File: src/verilog/cmp_ctrl_pkg.sv
package cmp_ctrl_pkg;

  // Register offsets on the plain register port.
  localparam logic [2:0] ADDR_CONFIG = 3'h0;
  localparam logic [2:0] ADDR_TIMER_LINK = 3'h1;
  localparam logic [2:0] ADDR_IRQ_CONTROL = 3'h2;
  localparam logic [2:0] ADDR_PERIPH_ENABLE = 3'h3;
  localparam logic [2:0] ADDR_PERIPH_FLAGS = 3'h4;

  // Reset values.
  localparam logic [7:0] RST_CONFIG = 8'h00;
  localparam logic [7:0] RST_TIMER_LINK = 8'h02;
  localparam logic [7:0] RST_IRQ_CONTROL = 8'h00;
  localparam logic [7:0] RST_PERIPH_ENABLE = 8'h00;
  localparam logic [7:0] RST_PERIPH_FLAGS = 8'h00;

  // Field positions in the configuration register.
  localparam int MODE_LSB = 0;
  localparam int SWITCH_BIT = 3;
  localparam int INV1_BIT = 4;
  localparam int INV2_BIT = 5;
  localparam int RES1_BIT = 6;
  localparam int RES2_BIT = 7;

  // Field positions in the timer link register.
  localparam int SYNC_BIT = 0;
  localparam int GATE_SEL_BIT = 1;
  localparam logic [7:0] LINK_WMASK = 8'h03;

  // Field positions in the interrupt control and peripheral registers, and the configuration register write mask.
  localparam int GLOBAL_EN_BIT = 7;
  localparam int PERIPH_EN_BIT = 6;
  localparam int C1_FLAG_BIT = 3;
  localparam int C2_FLAG_BIT = 4;
  localparam logic [7:0] CONFIG_WMASK = 8'h3f;

  typedef enum logic [2:0] {
    MODE_OFF_ANALOG = 3'h0,
    MODE_THREE_MUX = 3'h1,
    MODE_FOUR_MUX = 3'h2,
    MODE_COMMON_REF = 3'h3,
    MODE_INDEPENDENT = 3'h4,
    MODE_ONE_INDEP = 3'h5,
    MODE_COMMON_OUT = 3'h6,
    MODE_OFF_DIGITAL = 3'h7
  } cmp_mode_e;

  // Register bus request.
  typedef struct packed {
    logic [2:0] addr;
    logic [7:0] wdata;
    logic wr;
    logic rd;
  } reg_req_s;

  // Analog front end control and pin roles for the four shared pins:
  // 0 = C1IN-, 1 = C1IN+, 2 = C2IN-, 3 = C2IN+.
  typedef struct packed {
    logic [3:0] pin_analog;
    logic [1:0] out_pin_en;
    logic [1:0] out_pin_val;
    logic [1:0] cmp_on;
    logic c1_neg_alt;
    logic c2_neg_alt;
  } pin_ctrl_s;

  typedef struct packed {
    logic [7:0] config_r;
    logic [7:0] link;
    logic [7:0] irq_ctl;
    logic [7:0] pen;
    logic [7:0] pflag;
    logic [1:0] raw_s1;
    logic [1:0] raw_s2;
    logic [1:0] ref_latch;
    logic [1:0] samp_latch;
    logic gate_s1;
    logic gate_s2;
    logic tclk_s1;
    logic tclk_s2;
    logic tclk_d;
    logic c2_synced;
    logic [7:0] rdata;
    logic irq;
    logic timer_gate;
  } cmp_state_s;

endpackage

File: src/verilog/dual_comparator_control.sv
`timescale 1ns/10ps
// Notes on behaviour
// - Result is high when non-inverting input exceeds inverting input.
// - Three-bit mode field selects one of eight pin arrangements.
// - Pins in analog role read as zero on port reads.
// - Comparator output pins carry the result over the port value.
// - Result bits in the configuration register are always readable.
// - Results drive output pins only in mode 110.
// - Invert bit complements each comparator result.
// - Switch bit picks inverting pin: C1 in mode 001, both in 010.
// - Both candidate inverting pins stay analog in switchable modes.
// - Change flag sets when the result changes between two latches.
// - Reference latch captures result on every configuration read.
// - Sample latch takes result every cycle; differing latches mismatch.
// - Flag held set while mismatch lasts; read or revert ends it.
// - Configuration writes also update the reference latch.
// - Flag stays until software writes 0; writing 1 sets it.
// - Interrupt needs per-comparator, peripheral and global enables.
// - Clearing the flag has no effect while mismatch is active.
// - Only comparator two reaches the timer gate.
// - Both comparators share one mode setting.
// - Mode 000 off with analog pins; 111 off with digital pins.
// - Reset returns configuration registers to reset values, mode 000.
// - Gate select 0 takes comparator two, 1 takes gate pin.
// - With sync on, comparator two latched on timer clock falling edge.
module dual_comparator_control
  import cmp_ctrl_pkg::*;
(
  // Clock and reset
  input wire logic ref_clk,
  input wire logic resetn,
  // Register port
  input wire cmp_ctrl_pkg::reg_req_s req,
  output logic [7:0] rdata,
  // Raw analog comparator decisions, one per comparator
  input wire logic [1:0] cmp_raw,
  // Analog pin control and output pin drive
  output cmp_ctrl_pkg::pin_ctrl_s pin_ctrl,
  // Port read masking for the four shared pins
  input wire logic [3:0] port_in,
  output logic [3:0] port_read,
  // Timer gate link
  input wire logic gate_pin,
  input wire logic timer_clk,
  output logic timer_gate,
  // Interrupt request to the processor
  output logic irq
);
  import cmp_ctrl_pkg::*;

  cmp_state_s st_reg;
  cmp_state_s st_next;
  cmp_mode_e mode;
  logic [1:0] result;
  logic [1:0] mismatch;
  logic cfg_touch;

  assign mode = cmp_mode_e'(st_reg.config_r[MODE_LSB +: 3]);
  assign cfg_touch = (req.rd || req.wr) && req.addr == ADDR_CONFIG;

  // Comparators switched off report a steady low result.
  always_comb begin
    result[0] = pin_ctrl.cmp_on[0] & (st_reg.raw_s2[0] ^ st_reg.config_r[INV1_BIT]);
    result[1] = pin_ctrl.cmp_on[1] & (st_reg.raw_s2[1] ^ st_reg.config_r[INV2_BIT]);
  end

  assign mismatch = st_reg.samp_latch ^ st_reg.ref_latch;

  always_comb begin
    pin_ctrl = '0;
    case (mode)
      MODE_OFF_ANALOG: begin
        pin_ctrl.pin_analog = 4'hf;
      end
      MODE_THREE_MUX: begin
        pin_ctrl.pin_analog = 4'hf;
        pin_ctrl.cmp_on = 2'h3;
        pin_ctrl.c1_neg_alt = st_reg.config_r[SWITCH_BIT];
      end
      MODE_FOUR_MUX: begin
        pin_ctrl.pin_analog = 4'hf;
        pin_ctrl.cmp_on = 2'h3;
        pin_ctrl.c1_neg_alt = st_reg.config_r[SWITCH_BIT];
        pin_ctrl.c2_neg_alt = st_reg.config_r[SWITCH_BIT];
      end
      MODE_COMMON_REF: begin
        pin_ctrl.pin_analog = 4'hd;
        pin_ctrl.cmp_on = 2'h3;
      end
      MODE_INDEPENDENT: begin
        pin_ctrl.pin_analog = 4'hf;
        pin_ctrl.cmp_on = 2'h3;
      end
      MODE_ONE_INDEP: begin
        pin_ctrl.pin_analog = 4'h3;
        pin_ctrl.cmp_on = 2'h2;
      end
      MODE_COMMON_OUT: begin
        pin_ctrl.pin_analog = 4'hd;
        pin_ctrl.cmp_on = 2'h3;
        pin_ctrl.out_pin_en = 2'h3;
      end
      MODE_OFF_DIGITAL: begin
        pin_ctrl.pin_analog = 4'h0;
      end
      default: begin
        pin_ctrl.pin_analog = 4'hf;
      end
    endcase
    pin_ctrl.out_pin_val = st_reg.samp_latch & pin_ctrl.out_pin_en;
  end

  assign port_read = port_in & ~pin_ctrl.pin_analog;

  always_comb begin
    logic [7:0] flags;
    logic [1:0] cflag;
    st_next = st_reg;
    flags = st_reg.pflag;
    st_next.raw_s1 = cmp_raw;
    st_next.raw_s2 = st_reg.raw_s1;
    st_next.gate_s1 = gate_pin;
    st_next.gate_s2 = st_reg.gate_s1;
    st_next.tclk_s1 = timer_clk;
    st_next.tclk_s2 = st_reg.tclk_s1;
    st_next.tclk_d = st_reg.tclk_s2;
    st_next.samp_latch = result;
    if (cfg_touch) begin
      st_next.ref_latch = st_reg.samp_latch;
    end
    if (req.wr) begin
      case (req.addr)
        ADDR_CONFIG: begin
          st_next.config_r = (req.wdata & CONFIG_WMASK) | (st_reg.config_r & ~CONFIG_WMASK);
        end
        ADDR_TIMER_LINK: begin
          st_next.link = req.wdata & LINK_WMASK;
        end
        ADDR_IRQ_CONTROL: begin
          st_next.irq_ctl = req.wdata;
        end
        ADDR_PERIPH_ENABLE: begin
          st_next.pen = req.wdata;
        end
        ADDR_PERIPH_FLAGS: begin
          flags = req.wdata;
        end
        default: begin
        end
      endcase
    end
    // Hardware set wins over a software clear, and a live mismatch holds it.
    cflag = {flags[C2_FLAG_BIT], flags[C1_FLAG_BIT]} | mismatch;
    flags[C1_FLAG_BIT] = cflag[0];
    flags[C2_FLAG_BIT] = cflag[1];
    st_next.pflag = flags;
    st_next.config_r[RES1_BIT] = st_reg.samp_latch[0];
    st_next.config_r[RES2_BIT] = st_reg.samp_latch[1];
    // Falling edge of the synchronised timer clock captures comparator two.
    if (st_reg.tclk_d && !st_reg.tclk_s2) begin
      st_next.c2_synced = st_reg.samp_latch[1];
    end
    if (st_reg.link[GATE_SEL_BIT]) begin
      st_next.timer_gate = st_reg.gate_s2;
    end else if (st_reg.link[SYNC_BIT]) begin
      st_next.timer_gate = st_reg.c2_synced;
    end else begin
      st_next.timer_gate = st_reg.samp_latch[1];
    end
    st_next.irq = st_reg.irq_ctl[GLOBAL_EN_BIT] && st_reg.irq_ctl[PERIPH_EN_BIT] &&
                  |(st_reg.pflag & st_reg.pen & 8'h18);
    st_next.rdata = 8'h00;
    if (req.rd) begin
      case (req.addr)
        ADDR_CONFIG: st_next.rdata = st_reg.config_r;
        ADDR_TIMER_LINK: st_next.rdata = st_reg.link;
        ADDR_IRQ_CONTROL: st_next.rdata = st_reg.irq_ctl;
        ADDR_PERIPH_ENABLE: st_next.rdata = st_reg.pen;
        ADDR_PERIPH_FLAGS: st_next.rdata = st_reg.pflag;
        default: st_next.rdata = 8'h00;
      endcase
    end
  end

  always_ff @(posedge ref_clk or negedge resetn) begin
    if (!resetn) begin
      st_reg <= '0;
      st_reg.config_r <= RST_CONFIG;
      st_reg.link <= RST_TIMER_LINK;
      st_reg.irq_ctl <= RST_IRQ_CONTROL;
      st_reg.pen <= RST_PERIPH_ENABLE;
      st_reg.pflag <= RST_PERIPH_FLAGS;
    end else begin
      st_reg <= st_next;
    end
  end

  assign rdata = st_reg.rdata;
  assign irq = st_reg.irq;
  assign timer_gate = st_reg.timer_gate;

  property p_flag_on_mismatch;
    @(posedge ref_clk) disable iff (!resetn)
      mismatch[0] |=> st_reg.pflag[C1_FLAG_BIT];
  endproperty
  a_flag_on_mismatch: assert property (p_flag_on_mismatch) else $error("flag one missed a change");
  property p_ref_capture;
    @(posedge ref_clk) disable iff (!resetn) cfg_touch |=> st_reg.ref_latch == $past(st_reg.samp_latch);
  endproperty
  a_ref_capture: assert property (p_ref_capture) else $error("reference latch not updated");
  property p_ref_hold;
    @(posedge ref_clk) disable iff (!resetn) !cfg_touch |=> $stable(st_reg.ref_latch);
  endproperty
  a_ref_hold: assert property (p_ref_hold) else $error("reference latch moved without access");
  property p_clear_blocked;
    @(posedge ref_clk) disable iff (!resetn)
      (req.wr && req.addr == ADDR_PERIPH_FLAGS && mismatch[1]) |=> st_reg.pflag[C2_FLAG_BIT];
  endproperty
  a_clear_blocked: assert property (p_clear_blocked) else $error("flag cleared during mismatch");
  property p_irq_gate;
    @(posedge ref_clk) disable iff (!resetn) !st_reg.irq_ctl[GLOBAL_EN_BIT] |=> !irq;
  endproperty
  a_irq_gate: assert property (p_irq_gate) else $error("irq without global enable");
  property p_out_pins;
    @(posedge ref_clk) disable iff (!resetn) mode != MODE_COMMON_OUT |-> pin_ctrl.out_pin_en == 2'h0;
  endproperty
  a_out_pins: assert property (p_out_pins) else $error("output pins driven outside mode 110");
  property p_analog_read;
    @(posedge ref_clk) disable iff (!resetn) mode == MODE_OFF_ANALOG |-> port_read == 4'h0;
  endproperty
  a_analog_read: assert property (p_analog_read) else $error("analog pin read nonzero");
  property p_gate_pin;
    @(posedge ref_clk) disable iff (!resetn)
      st_reg.link[GATE_SEL_BIT] |=> timer_gate == $past(st_reg.gate_s2);
  endproperty
  a_gate_pin: assert property (p_gate_pin) else $error("gate pin not routed");
  property p_sw_set;
    @(posedge ref_clk) disable iff (!resetn)
      (req.wr && req.addr == ADDR_PERIPH_FLAGS && req.wdata[C1_FLAG_BIT]) |=> st_reg.pflag[C1_FLAG_BIT];
  endproperty
  a_sw_set: assert property (p_sw_set) else $error("software set of flag lost");
  property p_flag2_on_mismatch;
    @(posedge ref_clk) disable iff (!resetn)
      mismatch[1] |=> st_reg.pflag[C2_FLAG_BIT];
  endproperty
  a_flag2_on_mismatch: assert property (p_flag2_on_mismatch) else $error("flag two missed a change");
  property p_samp_follow;
    @(posedge ref_clk) disable iff (!resetn)
      1'b1 |=> st_reg.samp_latch == $past(result);
  endproperty
  a_samp_follow: assert property (p_samp_follow) else $error("sample latch missed a cycle");
  property p_res1;
    @(posedge ref_clk) disable iff (!resetn)
      1'b1 |=> st_reg.config_r[RES1_BIT] == $past(st_reg.samp_latch[0]);
  endproperty
  a_res1: assert property (p_res1) else $error("result one bit stale");
  property p_res2;
    @(posedge ref_clk) disable iff (!resetn)
      1'b1 |=> st_reg.config_r[RES2_BIT] == $past(st_reg.samp_latch[1]);
  endproperty
  a_res2: assert property (p_res2) else $error("result two bit stale");
  property p_irq_set;
    @(posedge ref_clk) disable iff (!resetn)
      (st_reg.irq_ctl[GLOBAL_EN_BIT] && st_reg.irq_ctl[PERIPH_EN_BIT] &&
       st_reg.pflag[C2_FLAG_BIT] && st_reg.pen[C2_FLAG_BIT]) |=> irq;
  endproperty
  a_irq_set: assert property (p_irq_set) else $error("enabled flag gave no irq");
  property p_irq_periph;
    @(posedge ref_clk) disable iff (!resetn)
      !st_reg.irq_ctl[PERIPH_EN_BIT] |=> !irq;
  endproperty
  a_irq_periph: assert property (p_irq_periph) else $error("irq without peripheral enable");
  property p_irq_local;
    @(posedge ref_clk) disable iff (!resetn)
      !((st_reg.pflag[C1_FLAG_BIT] && st_reg.pen[C1_FLAG_BIT]) ||
        (st_reg.pflag[C2_FLAG_BIT] && st_reg.pen[C2_FLAG_BIT])) |=> !irq;
  endproperty
  a_irq_local: assert property (p_irq_local) else $error("irq without enabled flag");
  property p_analog_mask;
    @(posedge ref_clk) disable iff (!resetn)
      1'b1 |-> (port_read & pin_ctrl.pin_analog) == 4'h0;
  endproperty
  a_analog_mask: assert property (p_analog_mask) else $error("analog pin leaked to port read");
  property p_off_digital;
    @(posedge ref_clk) disable iff (!resetn)
      mode == MODE_OFF_DIGITAL |-> pin_ctrl.pin_analog == 4'h0 && pin_ctrl.cmp_on == 2'h0;
  endproperty
  a_off_digital: assert property (p_off_digital) else $error("digital off mode wrong");
  property p_off_analog;
    @(posedge ref_clk) disable iff (!resetn)
      mode == MODE_OFF_ANALOG |-> pin_ctrl.pin_analog == 4'hf && pin_ctrl.cmp_on == 2'h0;
  endproperty
  a_off_analog: assert property (p_off_analog) else $error("analog off mode wrong");
  property p_out_val;
    @(posedge ref_clk) disable iff (!resetn)
      mode == MODE_COMMON_OUT |-> pin_ctrl.out_pin_val == st_reg.samp_latch;
  endproperty
  a_out_val: assert property (p_out_val) else $error("output pins not carrying results");
  property p_sw_c1;
    @(posedge ref_clk) disable iff (!resetn)
      mode == MODE_THREE_MUX |-> pin_ctrl.c1_neg_alt == st_reg.config_r[SWITCH_BIT] && !pin_ctrl.c2_neg_alt;
  endproperty
  a_sw_c1: assert property (p_sw_c1) else $error("switch wrong in three input mode");
  property p_sw_both;
    @(posedge ref_clk) disable iff (!resetn)
      mode == MODE_FOUR_MUX |-> {pin_ctrl.c1_neg_alt, pin_ctrl.c2_neg_alt} == {2{st_reg.config_r[SWITCH_BIT]}};
  endproperty
  a_sw_both: assert property (p_sw_both) else $error("switch wrong in four input mode");
  property p_no_switch;
    @(posedge ref_clk) disable iff (!resetn)
      (mode != MODE_THREE_MUX && mode != MODE_FOUR_MUX) |-> !pin_ctrl.c1_neg_alt && !pin_ctrl.c2_neg_alt;
  endproperty
  a_no_switch: assert property (p_no_switch) else $error("switch active outside its modes");
  property p_sw_analog;
    @(posedge ref_clk) disable iff (!resetn)
      (mode == MODE_THREE_MUX || mode == MODE_FOUR_MUX) |-> pin_ctrl.pin_analog == 4'hf;
  endproperty
  a_sw_analog: assert property (p_sw_analog) else $error("switched pin left analog role");
  property p_gate_comp;
    @(posedge ref_clk) disable iff (!resetn)
      (!st_reg.link[GATE_SEL_BIT] && !st_reg.link[SYNC_BIT]) |=> timer_gate == $past(st_reg.samp_latch[1]);
  endproperty
  a_gate_comp: assert property (p_gate_comp) else $error("gate not from comparator two");
  property p_gate_sync;
    @(posedge ref_clk) disable iff (!resetn)
      (!st_reg.link[GATE_SEL_BIT] && st_reg.link[SYNC_BIT]) |=> timer_gate == $past(st_reg.c2_synced);
  endproperty
  a_gate_sync: assert property (p_gate_sync) else $error("gate not from synced result");
  property p_sync_capture;
    @(posedge ref_clk) disable iff (!resetn)
      (st_reg.tclk_d && !st_reg.tclk_s2) |=> st_reg.c2_synced == $past(st_reg.samp_latch[1]);
  endproperty
  a_sync_capture: assert property (p_sync_capture) else $error("synced result missed falling edge");
  property p_sync_hold;
    @(posedge ref_clk) disable iff (!resetn)
      !(st_reg.tclk_d && !st_reg.tclk_s2) |=> $stable(st_reg.c2_synced);
  endproperty
  a_sync_hold: assert property (p_sync_hold) else $error("synced result moved off edge");
  property p_clear_ok;
    @(posedge ref_clk) disable iff (!resetn)
      (req.wr && req.addr == ADDR_PERIPH_FLAGS && !req.wdata[C1_FLAG_BIT] && !mismatch[0]) |=>
        !st_reg.pflag[C1_FLAG_BIT];
  endproperty
  a_clear_ok: assert property (p_clear_ok) else $error("flag clear ignored");
  property p_link_mask;
    @(posedge ref_clk) disable iff (!resetn)
      1'b1 |-> (st_reg.link & ~LINK_WMASK) == 8'h00;
  endproperty
  a_link_mask: assert property (p_link_mask) else $error("unused link bits set");
  property p_cfg_write;
    @(posedge ref_clk) disable iff (!resetn)
      (req.wr && req.addr == ADDR_CONFIG) |=> (st_reg.config_r & CONFIG_WMASK) == ($past(req.wdata) & CONFIG_WMASK);
  endproperty
  a_cfg_write: assert property (p_cfg_write) else $error("configuration write lost");
  property p_rdata_idle;
    @(posedge ref_clk) disable iff (!resetn)
      !req.rd |=> rdata == 8'h00;
  endproperty
  a_rdata_idle: assert property (p_rdata_idle) else $error("read data without read");
  property p_rdata_cfg;
    @(posedge ref_clk) disable iff (!resetn)
      (req.rd && req.addr == ADDR_CONFIG) |=> rdata == $past(st_reg.config_r);
  endproperty
  a_rdata_cfg: assert property (p_rdata_cfg) else $error("configuration read wrong");
  property p_one_indep;
    @(posedge ref_clk) disable iff (!resetn)
      mode == MODE_ONE_INDEP |-> pin_ctrl.cmp_on == 2'h2 && !result[0];
  endproperty
  a_one_indep: assert property (p_one_indep) else $error("comparator one on in single mode");

  c_mismatch: cover property (@(posedge ref_clk) disable iff (!resetn) mismatch[0] ##1 cfg_touch);
  c_irq: cover property (@(posedge ref_clk) disable iff (!resetn) $rose(irq));
  c_out_mode: cover property (@(posedge ref_clk) disable iff (!resetn) mode == MODE_COMMON_OUT);
  c_sync: cover property (@(posedge ref_clk) disable iff (!resetn) st_reg.link[SYNC_BIT] && !st_reg.link[GATE_SEL_BIT]);
  c_clear_try: cover property (@(posedge ref_clk) disable iff (!resetn)
    req.wr && req.addr == ADDR_PERIPH_FLAGS && mismatch[1]);
endmodule

File: config.mk
export PLATFORM = sky130hd
export DESIGN_NAME = dual_comparator_control
export DESIGN_NICKNAME = d
export VERILOG_FILES = /design/src/verilog/cmp_ctrl_pkg.sv /design/src/verilog/dual_comparator_control.sv
export SDC_FILE = /design/constraint.sdc
export NUM_CORES = 1
export LEC_CHECK = 0
export BUFFER_PORTS_ARGS = -buffer_cell sky130_fd_sc_hd__buf_2
export CORE_ASPECT_RATIO = 1.75
export CORE_MARGIN = 8
export CORE_UTILIZATION = 59
export CTS_CLUSTER_DIAMETER = 120
export DETAILED_ROUTE_END_ITERATION = 12
export PLACE_DENSITY_LB_ADDON = 0.3
export SLEW_MARGIN = 20
export SYNTH_ARGS = -nofsm -noshare
export SYNTH_HDL_FRONTEND = slang
export SYNTH_SLANG_ARGS = --single-unit
File: constraint.sdc
create_clock -name ref_clk -period 2.7 [get_ports ref_clk]
set_input_delay 0.54 -clock ref_clk [delete_from_list [all_inputs] [get_ports ref_clk]]
set_output_delay 0.54 -clock ref_clk [all_outputs]
set_load 0.02 [all_outputs]
# After elaboration in Yosys (flattened, before gate mapping)
# Index checks and enable logic that the tools add are counted.
[word_totals]
output_inout_bits = 26
regBits = 58
wordCells = 71
[op_classes]
bitwise = 11
n_mux = 11
reduce_logical = 18
eq_ne = 11
[op_table]
columns = ["op", "n"]
rows = [
  ["$pmux W8 S5", 1],
  ["$pmux W4 S4", 1],
  ["$eq A3 B3 Y1 const B", 5],
  ["$eq A3 B2 Y1 const B", 4],
  ["$mux W5", 2],
  ["$reduce_and A2 Y1", 5],
  ["$mux W8", 1],
  ["$eq A3 B1 Y1 const B", 2],
  ["$logic_not A3 Y1", 2],
  ["$or A6 B1 Y6 const B", 1],
  ["$reduce_or A2 Y1", 3],
  ["$and A5 B5 Y5", 1],
  ["$reduce_or A5 Y1", 1],
  ["$and A4 B4 Y4", 1],
  ["$logic_and A1 B1 Y1", 4],
  ["$mux W1", 4],
  ["$not A4 Y4", 1],
  ["$pmux W2 S2", 1],
  ["$reduce_or A4 Y1", 1],
  ["$and A1 B1 Y1", 2],
  ["$and A2 B2 Y2", 1],
  ["$mux W2", 1],
  ["$or A2 B2 Y2", 1],
  ["$xor A1 B1 Y1", 2],
  ["3 further kinds", 3],
]

# Longest topological paths before layout
# Gate-level depths: netlist of the first run.
[depth]
word_depth = 5
depth_mapped = 5
mapped_depth_nobuf = 3

# Worst setup path after synthesis of the first run
# No wires, ideal clock.
[synth_timing]
path_type = "reg2out"
from = "register st_reg (netlist bit mode[0])"
to = "output port port_read[1]"
t_required_ns = 2.160
path_buffers = 1
path_stages_with_launch = 4
t_arrival_ns = 1.348
path_slack_ns = 0.812
cell_sequence = "dfrtp_1 -> clkbuf_1 -> o21ai_0 -> nor2_1"
[synth_rtl]
columns = ["item", "line_no", "rtl"]
rows = [
  ["start: declaration", "dual_comparator_control.sv:51", "cmp_state_s st_reg;"],
  ["start signal: assignment", "dual_comparator_control.sv:194", "st_reg <= st_next;"],
  ["end: declaration", "dual_comparator_control.sv:41", "output logic [3:0] port_read,"],
]

==> flow_metrics.py, run 1 <==
metrics = {
    "run_status": {
        "outcome": "finished, final reports clean",
    },
    "synth": {
        "synthFlopType": "dfrtp_1",
        "synthTopCellsByArea": "dfrtp_1 55%, mux2_2 17%, buf_4 3.2%, nor2b_1 1.7%, a222oi_1 1.5%",
        "yosys.cell_count.top_type": "dfrtp_1",
        "yosysSeqAreaShare": 0.557,
        "synth_top_cell_by_area": "dfrtp_1",
        "synth_warnings": 0,
        "synth_area_sq_um": 2610,
        "synth.distinct_cells": 40,
        "syn_avg_cell_area_sq_um": 13.5,
        "syn_nets": 216,
        "ys_ff_latch": 58,
        "syn_inst": 193,
        "synth_edf_count": 0,
        "synth_top_area_frac": 0.547,
        "async_flop_share": 1.00,
        "ys_top_cells_by_count": "57 x dfrtp_1, 39 x mux2_2, 11 x buf_4",
    },
    "worst_setup_path": {
        "crit_path_end_kind": "primary output",
        "cp_max_fo": 12,
        "crit_start": "mode[2]$_DFFE_PN0P_",
        "cp-start-kind": "flip-flop",
        "worst-path-buf-inv": 1,
        "critPathTopFamily": "flip-flops",
        "r2r_setup_slack_ns": 1.44,
        "critPathKind": "flip-flop to primary output",
        "cp_slowest_cell": "dfrtp_1",
        "cp.depth": 3,
        "rr_worst_depth": 3,
        "cp_slowest_stage_delay_ns": 0.50,
        "reg2reg_to": "st_next[62]$_DFF_PN0_",
        "endpoint": "pin_ctrl[2]",
        "crit_arrival_ns": 1.50,
        "r2r_start": "mode[2]$_DFFE_PN0P_",
        "path_cells": "nor3_1, a21oi_1, buf_2",
        "critical_path_required_ns": 2.16,
    },
    "sta": {
        "rsz0062_at_grt": "false",
        "timing.final.crit_share": 0.754,
        "setup_viol": 0,
        "max_freq_ghz": 0.491,
        "min_period_ns": 2.04,
        "tightestPinTransition_ns": 0.667,
        "fin_skew_ns": 0.00900,
        "slew_headroom": 0.555,
        "fin_setup_tns_ns": 0,
        "hold_viol_final": 0,
        "drv_slew": 0,
    },
    "clocking": {
        "cts_tree": "done",
        "ctsHtreeMaxLevel": 3,
        "postCtsSetupBuffers": 0,
        "cts.sinks": 58,
        "root_buffer": "clkbuf_8",
        "clk_latency_ns": 0.33,
        "cts.path.max_buffers": 2,
        "cts_buffers": 9,
        "ctsHoldBuffers": 0,
        "cts.clk_slew.worst_paths_ns": 0.06,
        "cts_resized": 0,
    },
    "die": {
        "die_h_um": 104,
        "rows": 32,
        "die_x_um": 66.2,
        "die_area_sq_um": 6880,
        "core_area_sq_um": 4320,
        "pin_count": 49,
        "initial_core_util": 0.603,
    },
    "flow_run": {
        "maxCapViolCount": 0,
    },
    "grt": {
        "overflow": 0,
        "grt_pass1_wl_mm": 8.57,
        "grt_max_degree": 32,
        "grt_pass1_vias": 1840,
        "antenna_found_initial": 0,
        "grt_use_total": 0.160,
    },
    "cells_and_area": {
        "area_growth_pct": 11.8,
        "final_nets": 258,
        "largest_reg_flops": 38,
        "n_antenna_cell": 0,
        "drive_above_1_share": 0.447,
    },
    "detailed_routing": {
        "drc": 0,
        "first_pass_iters": 5,
        "first_iter_violations": 65,
        "wl_mm": 5.05,
        "via_count": 1648,
        "wl_per_cell_um": 17.5,
        "postRouteAntennaNets": 0,
        "via_per_inst": 5.72,
    },
    "power": {
        "peakVddDrop_mv": 0.546,
        "powerDensity_nw_per_um2": 776,
        "leakage_uw": 0.00136,
        "total_power_uw": 2260,
    },
    "place": {
        "port_buffers": 48,
        "dp_hpwl_mm": 3.71,
        "routabilityCongestion": 0.793,
    },
    "hold_path": {
        "hold_path_class": "primary input to async pin",
    },
}
kinds of logic after synthesis:
logic type | Yosys count | share of synthesized area
compound gates | 16 | 0.0451
xor+xnor | 5 | 0.0168
buf+inv | 21 | 0.0610
flops | 58 | 0.557
mux | 43 | 0.184
simple gates | 50 | 0.136
routing by layer:
| layer | vias to the layer above | wire length (um) | track usage |
|---|---|---|---|
| met5 | - | 0 | 0 |
| met4 | 0 | 121 | 0.0860 |
| met3 | 9 | 344 | 0.0593 |
| met2 | 57 | 2530 | 0.245 |
| met1 | 815 | 2060 | 0.188 |
| li1 | 767 | - | - |
area by class of cell:
cell class	count	area, sq um
Tap cell	51	63.8
Sequential cell	58	1450
Clock inverter	1	5.00
Multi-Input combinational cell	114	995
Inverter	2	7.51
Clock buffer	12	135
Timing Repair Buffer	50	255
Fill cell	341	1410
power breakdown:
| part | internal [uW] | total, uW | switching [uW] |
|---|---|---|---|
| registers | 1040 | 1170 | 126 |
| clock network | 316 | 612 | 296 |
| logic | 243 | 481 | 238 |
placed cells by master, fill, tap and decap left out, types with 2 or more instances in the layout:
| cell | instances |
|---|---|
| dfrtp_1 | 57 |
| buf_2 | 48 |
| mux2_2 | 39 |
| clkbuf_8 | 9 |
| nand2_1 | 8 |
| nor2b_1 | 7 |
| nor3_1 | 5 |
| a21oi_1 | 4 |
| a222oi_1 | 4 |
| mux2i_1 | 4 |
| nand2b_1 | 4 |
| xnor2_1 | 4 |
| nand3_1 | 4 |
| and2_1 | 4 |
| o21ai_0 | 3 |
| and3_1 | 3 |
| nor2_1 | 3 |
| clkbuf_1 | 3 |
| inv_1 | 2 |
| o32a_1 | 2 |
| buf_4 | 2 |
how the worst min path moves through the flow:
stage	to	slack, ns	depth (start not counted)
6_report	st_reg[34]$_DFFE_PN0P_	0.24	1
3_3_place_gp	st_reg[14]$_DFF_PN0_	0.34	0
5_1_grt	st_reg[34]$_DFFE_PN0P_	0.28	1
3_5_place_dp	st_next[11]$_DFF_PN0_	0.34	0
4_1_cts	st_reg[34]$_DFFE_PN0P_	0.26	1
2_1_floorplan	irq$_DFF_PN0_	0.24	0
stage by stage:
stage	hold slack, ns	area [sq um]	setup WS [ns]	std cells	util
after detailed placement	0.336	2770	0.779	275	0.641
final	0.237	2910	0.664	288	0.674
after global routing	0.285	2910	0.554	288	0.674
after global placement	0.336	2770	0.798	275	0.641
after CTS	0.259	2910	0.646	288	0.674
after floorplan	0.244	2610	0.812	193	-
No activity file was read; power rests on OpenSTA's default activity.
==> run 2, diff against run 1 <==
--- a/config.mk
+++ b/config.mk
@@ -8,7 +8,7 @@
 export BUFFER_PORTS_ARGS = -buffer_cell sky130_fd_sc_hd__buf_2
 export CORE_ASPECT_RATIO = 1.75
 export CORE_MARGIN = 8
-export CORE_UTILIZATION = 59
+export CORE_UTILIZATION = 55
 export CTS_CLUSTER_DIAMETER = 120
 export DETAILED_ROUTE_END_ITERATION = 12
 export PLACE_DENSITY_LB_ADDON = 0.3
==> constraint.sdc (replaced) <==
create_clock -name ref_clk -period 2.1 [get_ports ref_clk]
set_input_delay 0.42 -clock ref_clk [delete_from_list [all_inputs] [get_ports ref_clk]]
set_output_delay 0.42 -clock ref_clk [all_outputs]
set_load 0.02 [all_outputs]
==> run 2 against run 1 <==
Effect of this change:
- hold slack lost 0.045 ns
- critical path depth stayed put
- count of clock-buffer cells in the layout increased by 1
- register-to-register slack got worse by 0.59 ns
- worst setup slack worse by 0.46 ns
- cell count up 1.0%
- via count is 1.5% lower
- utilization fell by 3.5 points
- final area grew 1.5%
- critical path type unchanged
==> flow_metrics.py, run 2 (synthesis results as in run 1) <==
metrics = {
    "clocking": {
        "postCtsSetupBuffers": 0,
        "clk_latency_ns": 0.33,
        "cts_tree": "done",
        "cts.clk_slew.worst_paths_ns": 0.06,
        "cts.path.max_buffers": 2,
        "ctsHtreeMaxLevel": 3,
        "cts_resized": 0,
        "cts.sinks": 58,
        "ctsHoldBuffers": 0,
        "cts_buffers": 9,
        "root_buffer": "clkbuf_8",
    },
    "grt": {
        "grt_max_degree": 59,
        "grt_use_total": 0.148,
        "antenna_found_initial": 0,
        "overflow": 0,
        "grt_busiest_layer": "met2",
        "grt_pass1_vias": 1699,
        "grt_pass1_wl_mm": 8.10,
        "use_met1": 0.176,
        "use_met2": 0.223,
        "grtUsageMet3": 0.0522,
    },
    "detailed_routing": {
        "wl_per_cell_um": 17.2,
        "via_per_inst": 5.58,
        "postRouteAntennaNets": 0,
        "first_iter_violations": 78,
        "via_count": 1624,
        "first_pass_iters": 4,
        "wl_mm": 5.02,
        "drc": 0,
    },
    "cells_and_area": {
        "final_cell_mix": "57 x dfrtp_1, 48 x buf_2, 39 x mux2_2, 10 x clkbuf_8, 8 x nand2_1",
        "layoutNonFillerInstCount": 291,
        "fin_util": 0.639,
        "drive_above_1_share": 0.452,
        "final_common_cell": "dfrtp_1",
        "largest_reg_flops": 38,
        "final_nets": 257,
        "fin_area_sq_um": 2960,
        "n_antenna_cell": 0,
        "area_growth_pct": 13.4,
    },
    "worst_setup_path": {
        "cp_slowest_stage_delay_ns": 0.51,
        "reg2reg_to": "rdata[0]$_DFF_PN0_",
        "crit_arrival_ns": 1.48,
        "endpoint": "pin_ctrl[2]",
        "path_cells": "nor3_1, a21oi_1, buf_2",
        "cp-start-kind": "flip-flop",
        "cp_slowest_cell": "dfrtp_1",
        "rr_worst_depth": 3,
        "r2r_start": "mode[0]$_DFFE_PN0P_",
        "crit_start": "mode[2]$_DFFE_PN0P_",
        "cp_max_fo": 12,
        "crit_path_end_kind": "primary output",
        "cp.depth": 3,
        "r2r_setup_slack_ns": 0.85,
        "critical_path_required_ns": 1.68,
        "critPathTopFamily": "flip-flops",
        "critPathKind": "flip-flop to primary output",
        "worst-path-buf-inv": 1,
    },
    "die": {
        "die_x_um": 68.0,
        "pin_count": 49,
        "rows": 33,
        "initial_core_util": 0.564,
        "die_h_um": 107,
        "die_area_sq_um": 7280,
        "core_area_sq_um": 4620,
    },
    "sta": {
        "setup_viol": 0,
        "rsz0062_at_grt": "false",
        "fin_skew_ns": 0.00978,
        "min_period_ns": 1.90,
        "fin_ws_ns": 0.201,
        "max_freq_ghz": 0.527,
        "tightestPinTransition_ns": 0.709,
        "timing.final.crit_share": 0.904,
        "slew_headroom": 0.527,
        "fin_setup_tns_ns": 0,
        "drv_slew": 0,
        "hold_viol_final": 0,
    },
    "flow_run": {
        "maxCapViolCount": 0,
    },
    "run_status": {
        "outcome": "finished, final reports clean",
    },
    "power": {
        "peakVddDrop_mv": 0.620,
        "leakage_uw": 0.00138,
        "powerDensity_nw_per_um2": 1050,
    },
    "place": {
        "dp_hpwl_mm": 3.59,
        "routabilityCongestion": 0.793,
        "dpl-instance-area_sq_um": 2770,
        "port_buffers": 48,
        "placedCellCount": 275,
        "place_ws_ns": 0.273,
    },
    "hold_path": {
        "hold_path_class": "primary input to flip-flop",
    },
}
## run 2: worst min-delay path by stage
stage | start | to | depth (start not counted)
2_1_floorplan | resetn | irq$_DFF_PN0_ | 0
3_3_place_gp | st_next[14]$_DFF_PN0_ | st_reg[14]$_DFF_PN0_ | 0
3_5_place_dp | st_next[20]$_DFF_PN0_ | st_reg[20]$_DFF_PN0_ | 0
4_1_cts | gate_pin | st_next[14]$_DFF_PN0_ | 1
5_1_grt | timer_clk | st_next[12]$_DFF_PN0_ | 1
6_report | cmp_raw[0] | st_next[20]$_DFF_PN0_ | 1
## run 2: stage by stage
step,total power (uW),hold WS (ns)
after global routing,3250,0.173
after global placement,2120,0.335
after CTS,3130,0.174
after detailed placement,2150,0.340
after floorplan,1960,0.124
final,3100,0.193
## run 2: layout make-up
class / count / area [sq um]
Inverter: 2 / 7.51
Clock buffer: 13 / 149
Fill cell: 378 / 1670
Tap cell: 52 / 65.1
Multi-Input combinational cell: 114 / 995
Clock inverter: 3 / 40.0
Timing Repair Buffer: 49 / 248
Sequential cell: 58 / 1450
## run 2: metal layers
metal,share of wire,wire length (um),vias to the layer above
met2,0.50,2500,50
met3,0.066,333,7
li1,-,-,757
met5,0,0,-
met1,0.42,2110,810
met4,0.017,85,0
## run 2: worst reg2reg max path: stages (launching register included)
cell,delay (ns)
dfrtp_1,0.54
nor3_1,0.11
o32a_1,0.35
a21oi_1,0.16
## run 2: where the power goes
| part | leakage (uW) | switching, uW | internal [uW] |
|---|---|---|---|
| registers | 0.000703 | 162 | 1340 |
| logic | 0.000584 | 305 | 311 |
| clock network | 0.0000974 | 401 | 577 |
==> run 3, diff against run 2 <==
--- a/config.mk
+++ b/config.mk
@@ -6,9 +6,11 @@
 export NUM_CORES = 1
 export LEC_CHECK = 0
 export BUFFER_PORTS_ARGS = -buffer_cell sky130_fd_sc_hd__buf_2
+export CAP_MARGIN = 25
 export CORE_ASPECT_RATIO = 1.75
 export CORE_MARGIN = 8
 export CORE_UTILIZATION = 55
+export CTS_BUF_LIST = sky130_fd_sc_hd__clkbuf_16
 export CTS_CLUSTER_DIAMETER = 120
 export DETAILED_ROUTE_END_ITERATION = 12
 export PLACE_DENSITY_LB_ADDON = 0.3
==> run 3 against run 2 <==
Effect of this change:
- routed wire length is 0.84% higher
- count of clock-buffer cells in the layout shrank 4
- sequential share of layout area down 1.5 points
- global-route usage is 0.40 points higher
- non-clock buffer count unchanged
- die area stayed put
- register-to-register slack worse by 0.02 ns
- clock power up 37%
- critical path depth unchanged
- power increased by 12%
- via count increased by 0.43%
- sequential power barely moved
- critical endpoint unchanged
- largest power group unchanged
- highest routed layer unchanged
==> flow_metrics.py, run 3 (synthesis results as in run 1) <==
metrics = {
    "clocking": {
        "cts.sinks": 58,
        "root_buffer": "clkbuf_16",
        "ctsHoldBuffers": 0,
        "ctsHtreeMaxLevel": 3,
        "cts.path.max_buffers": 2,
        "cts_buffers": 9,
        "cts.clk_slew.worst_paths_ns": 0.05,
        "cts_resized": 0,
        "postCtsSetupBuffers": 0,
        "clk_latency_ns": 0.32,
        "cts_tree": "done",
    },
    "cells_and_area": {
        "area_growth_pct": 16.9,
        "final_nets": 257,
        "fin_area_sq_um": 3050,
        "final_common_cell": "dfrtp_1",
        "fillers": 365,
        "layoutNonFillerInstCount": 291,
        "largest_reg_flops": 38,
        "drive_above_1_share": 0.448,
        "final_cell_mix": "57 x dfrtp_1, 48 x buf_2, 39 x mux2_2, 9 x clkbuf_16, 8 x nand2_1",
        "n_antenna_cell": 0,
    },
    "worst_setup_path": {
        "crit_path_end_kind": "primary output",
        "critical_path_required_ns": 1.68,
        "path_cells": "nor3_1, a21oi_1, buf_2",
        "cp-start-kind": "flip-flop",
        "critPathKind": "flip-flop to primary output",
        "cp_slowest_cell": "dfrtp_1",
        "crit_arrival_ns": 1.50,
        "cp_max_fo": 12,
        "cp_slowest_stage_delay_ns": 0.50,
    },
    "detailed_routing": {
        "via_per_inst": 5.60,
        "via_count": 1631,
        "wl_mm": 5.06,
        "first_pass_iters": 6,
        "drc": 0,
        "first_iter_violations": 71,
        "postRouteAntennaNets": 0,
        "wl_per_cell_um": 17.4,
    },
    "grt": {
        "grt_max_degree": 59,
        "grt_pass1_wl_mm": 8.30,
        "grt_use_total": 0.152,
        "grt_pass1_vias": 1707,
        "antenna_found_initial": 0,
        "overflow": 0,
    },
    "sta": {
        "hold_viol_final": 0,
        "min_period_ns": 1.92,
        "timing.final.crit_share": 0.913,
        "fin_setup_tns_ns": 0,
        "slew_headroom": 0.525,
        "setup_viol": 0,
        "fin_skew_ns": 0.00715,
        "drv_slew": 0,
        "tightestPinTransition_ns": 0.713,
        "rsz0062_at_grt": "false",
        "max_freq_ghz": 0.522,
    },
    "place": {
        "placedCellCount": 275,
        "routabilityCongestion": 0.793,
        "dpl-instance-area_sq_um": 2770,
        "port_buffers": 48,
        "dp_hpwl_mm": 3.59,
    },
    "die": {
        "initial_core_util": 0.564,
        "die_area_sq_um": 7280,
        "die_h_um": 107,
        "core_area_sq_um": 4620,
        "pin_count": 49,
        "die_x_um": 68.0,
        "rows": 33,
    },
    "power": {
        "powerDensity_nw_per_um2": 1140,
        "leakage_uw": 0.00144,
        "peakVddDrop_mv": 0.797,
    },
    "run_status": {
        "outcome": "finished, final reports clean",
    },
    "hold_path": {
        "hold_path_class": "primary input to flip-flop",
    },
    "flow_run": {
        "maxCapViolCount": 0,
    },
}
-- run 3: cell count changes in the layout (fill, tap and decap cells not counted), sizes merged --
cell / change
inv: +3
clkinv: +1
clkbuf: -4
-- run 3: critical path, delay by kind of cell, from the launching register on --
kind	cells	cell delay [ns]
DFF	1	0.50
and+or+nand+nor	1	0.36
buffers and inverters	1	0.19
AOI/OAI and AO/OA	1	0.12
-- run 3: layout make-up --
| cell class | instances | area, sq um | share of cell area |
|---|---|---|---|
| repair buffers | 49 | 248 | 0.0813 |
| well taps | 52 | 65.1 | 0.0213 |
| flip-flops and latches | 58 | 1450 | 0.477 |
| multi-input cells | 114 | 995 | 0.326 |
| clock inverters | 7 | 55.1 | 0.0181 |
| inverters | 2 | 7.51 | 0.00246 |
| clock buffers | 9 | 225 | 0.0739 |
-- run 3: where the power goes --
part	internal (uW)	leakage, uW	switching, uW
Clock	891	0.000150	446
Combinational	311	0.000584	310
Sequential	1340	0.000703	162
Total	2540	0.00144	918
-- run 3: final timing paths --
check	from	to	slack (ns)	depth (start not counted)
max	mode[2]$_DFFE_PN0P_	pin_ctrl[2]	0.18	3
max in group asynchronous	resetn	st_reg[45]$_DFFE_PN0P_	1.38	2
max reg2reg	mode[2]$_DFFE_PN0P_	st_next[62]$_DFF_PN0_	0.83	3
min in group asynchronous	resetn	st_reg[30]$_DFFE_PN0P_	0.24	2
min reg2reg	st_next[21]$_DFF_PN0_	st_reg[21]$_DFF_PN0_	0.35	0
min	gate_pin	st_next[14]$_DFF_PN0_	0.21	1
-- run 3: stage by stage --
stage | util | total power, uW | hold slack (ns) | setup WS (ns)
final | 0.659 | 3460 | 0.206 | 0.182
after global routing | 0.659 | 3640 | 0.191 | 0.0755
after CTS | 0.659 | 3500 | 0.197 | 0.164
after detailed placement | 0.598 | 2150 | 0.340 | 0.273
after global placement | 0.598 | 2120 | 0.335 | 0.295
after floorplan | - | 1960 | 0.124 | 0.332
-- run 3: layer usage --
layer  wire length (um)  up-vias  GRT usage
met5                  0        -          0
met4                113        0     0.0795
met3                312       10     0.0553
met2               2510       53      0.231
met1               2130      805      0.182
li1                   -      763          -
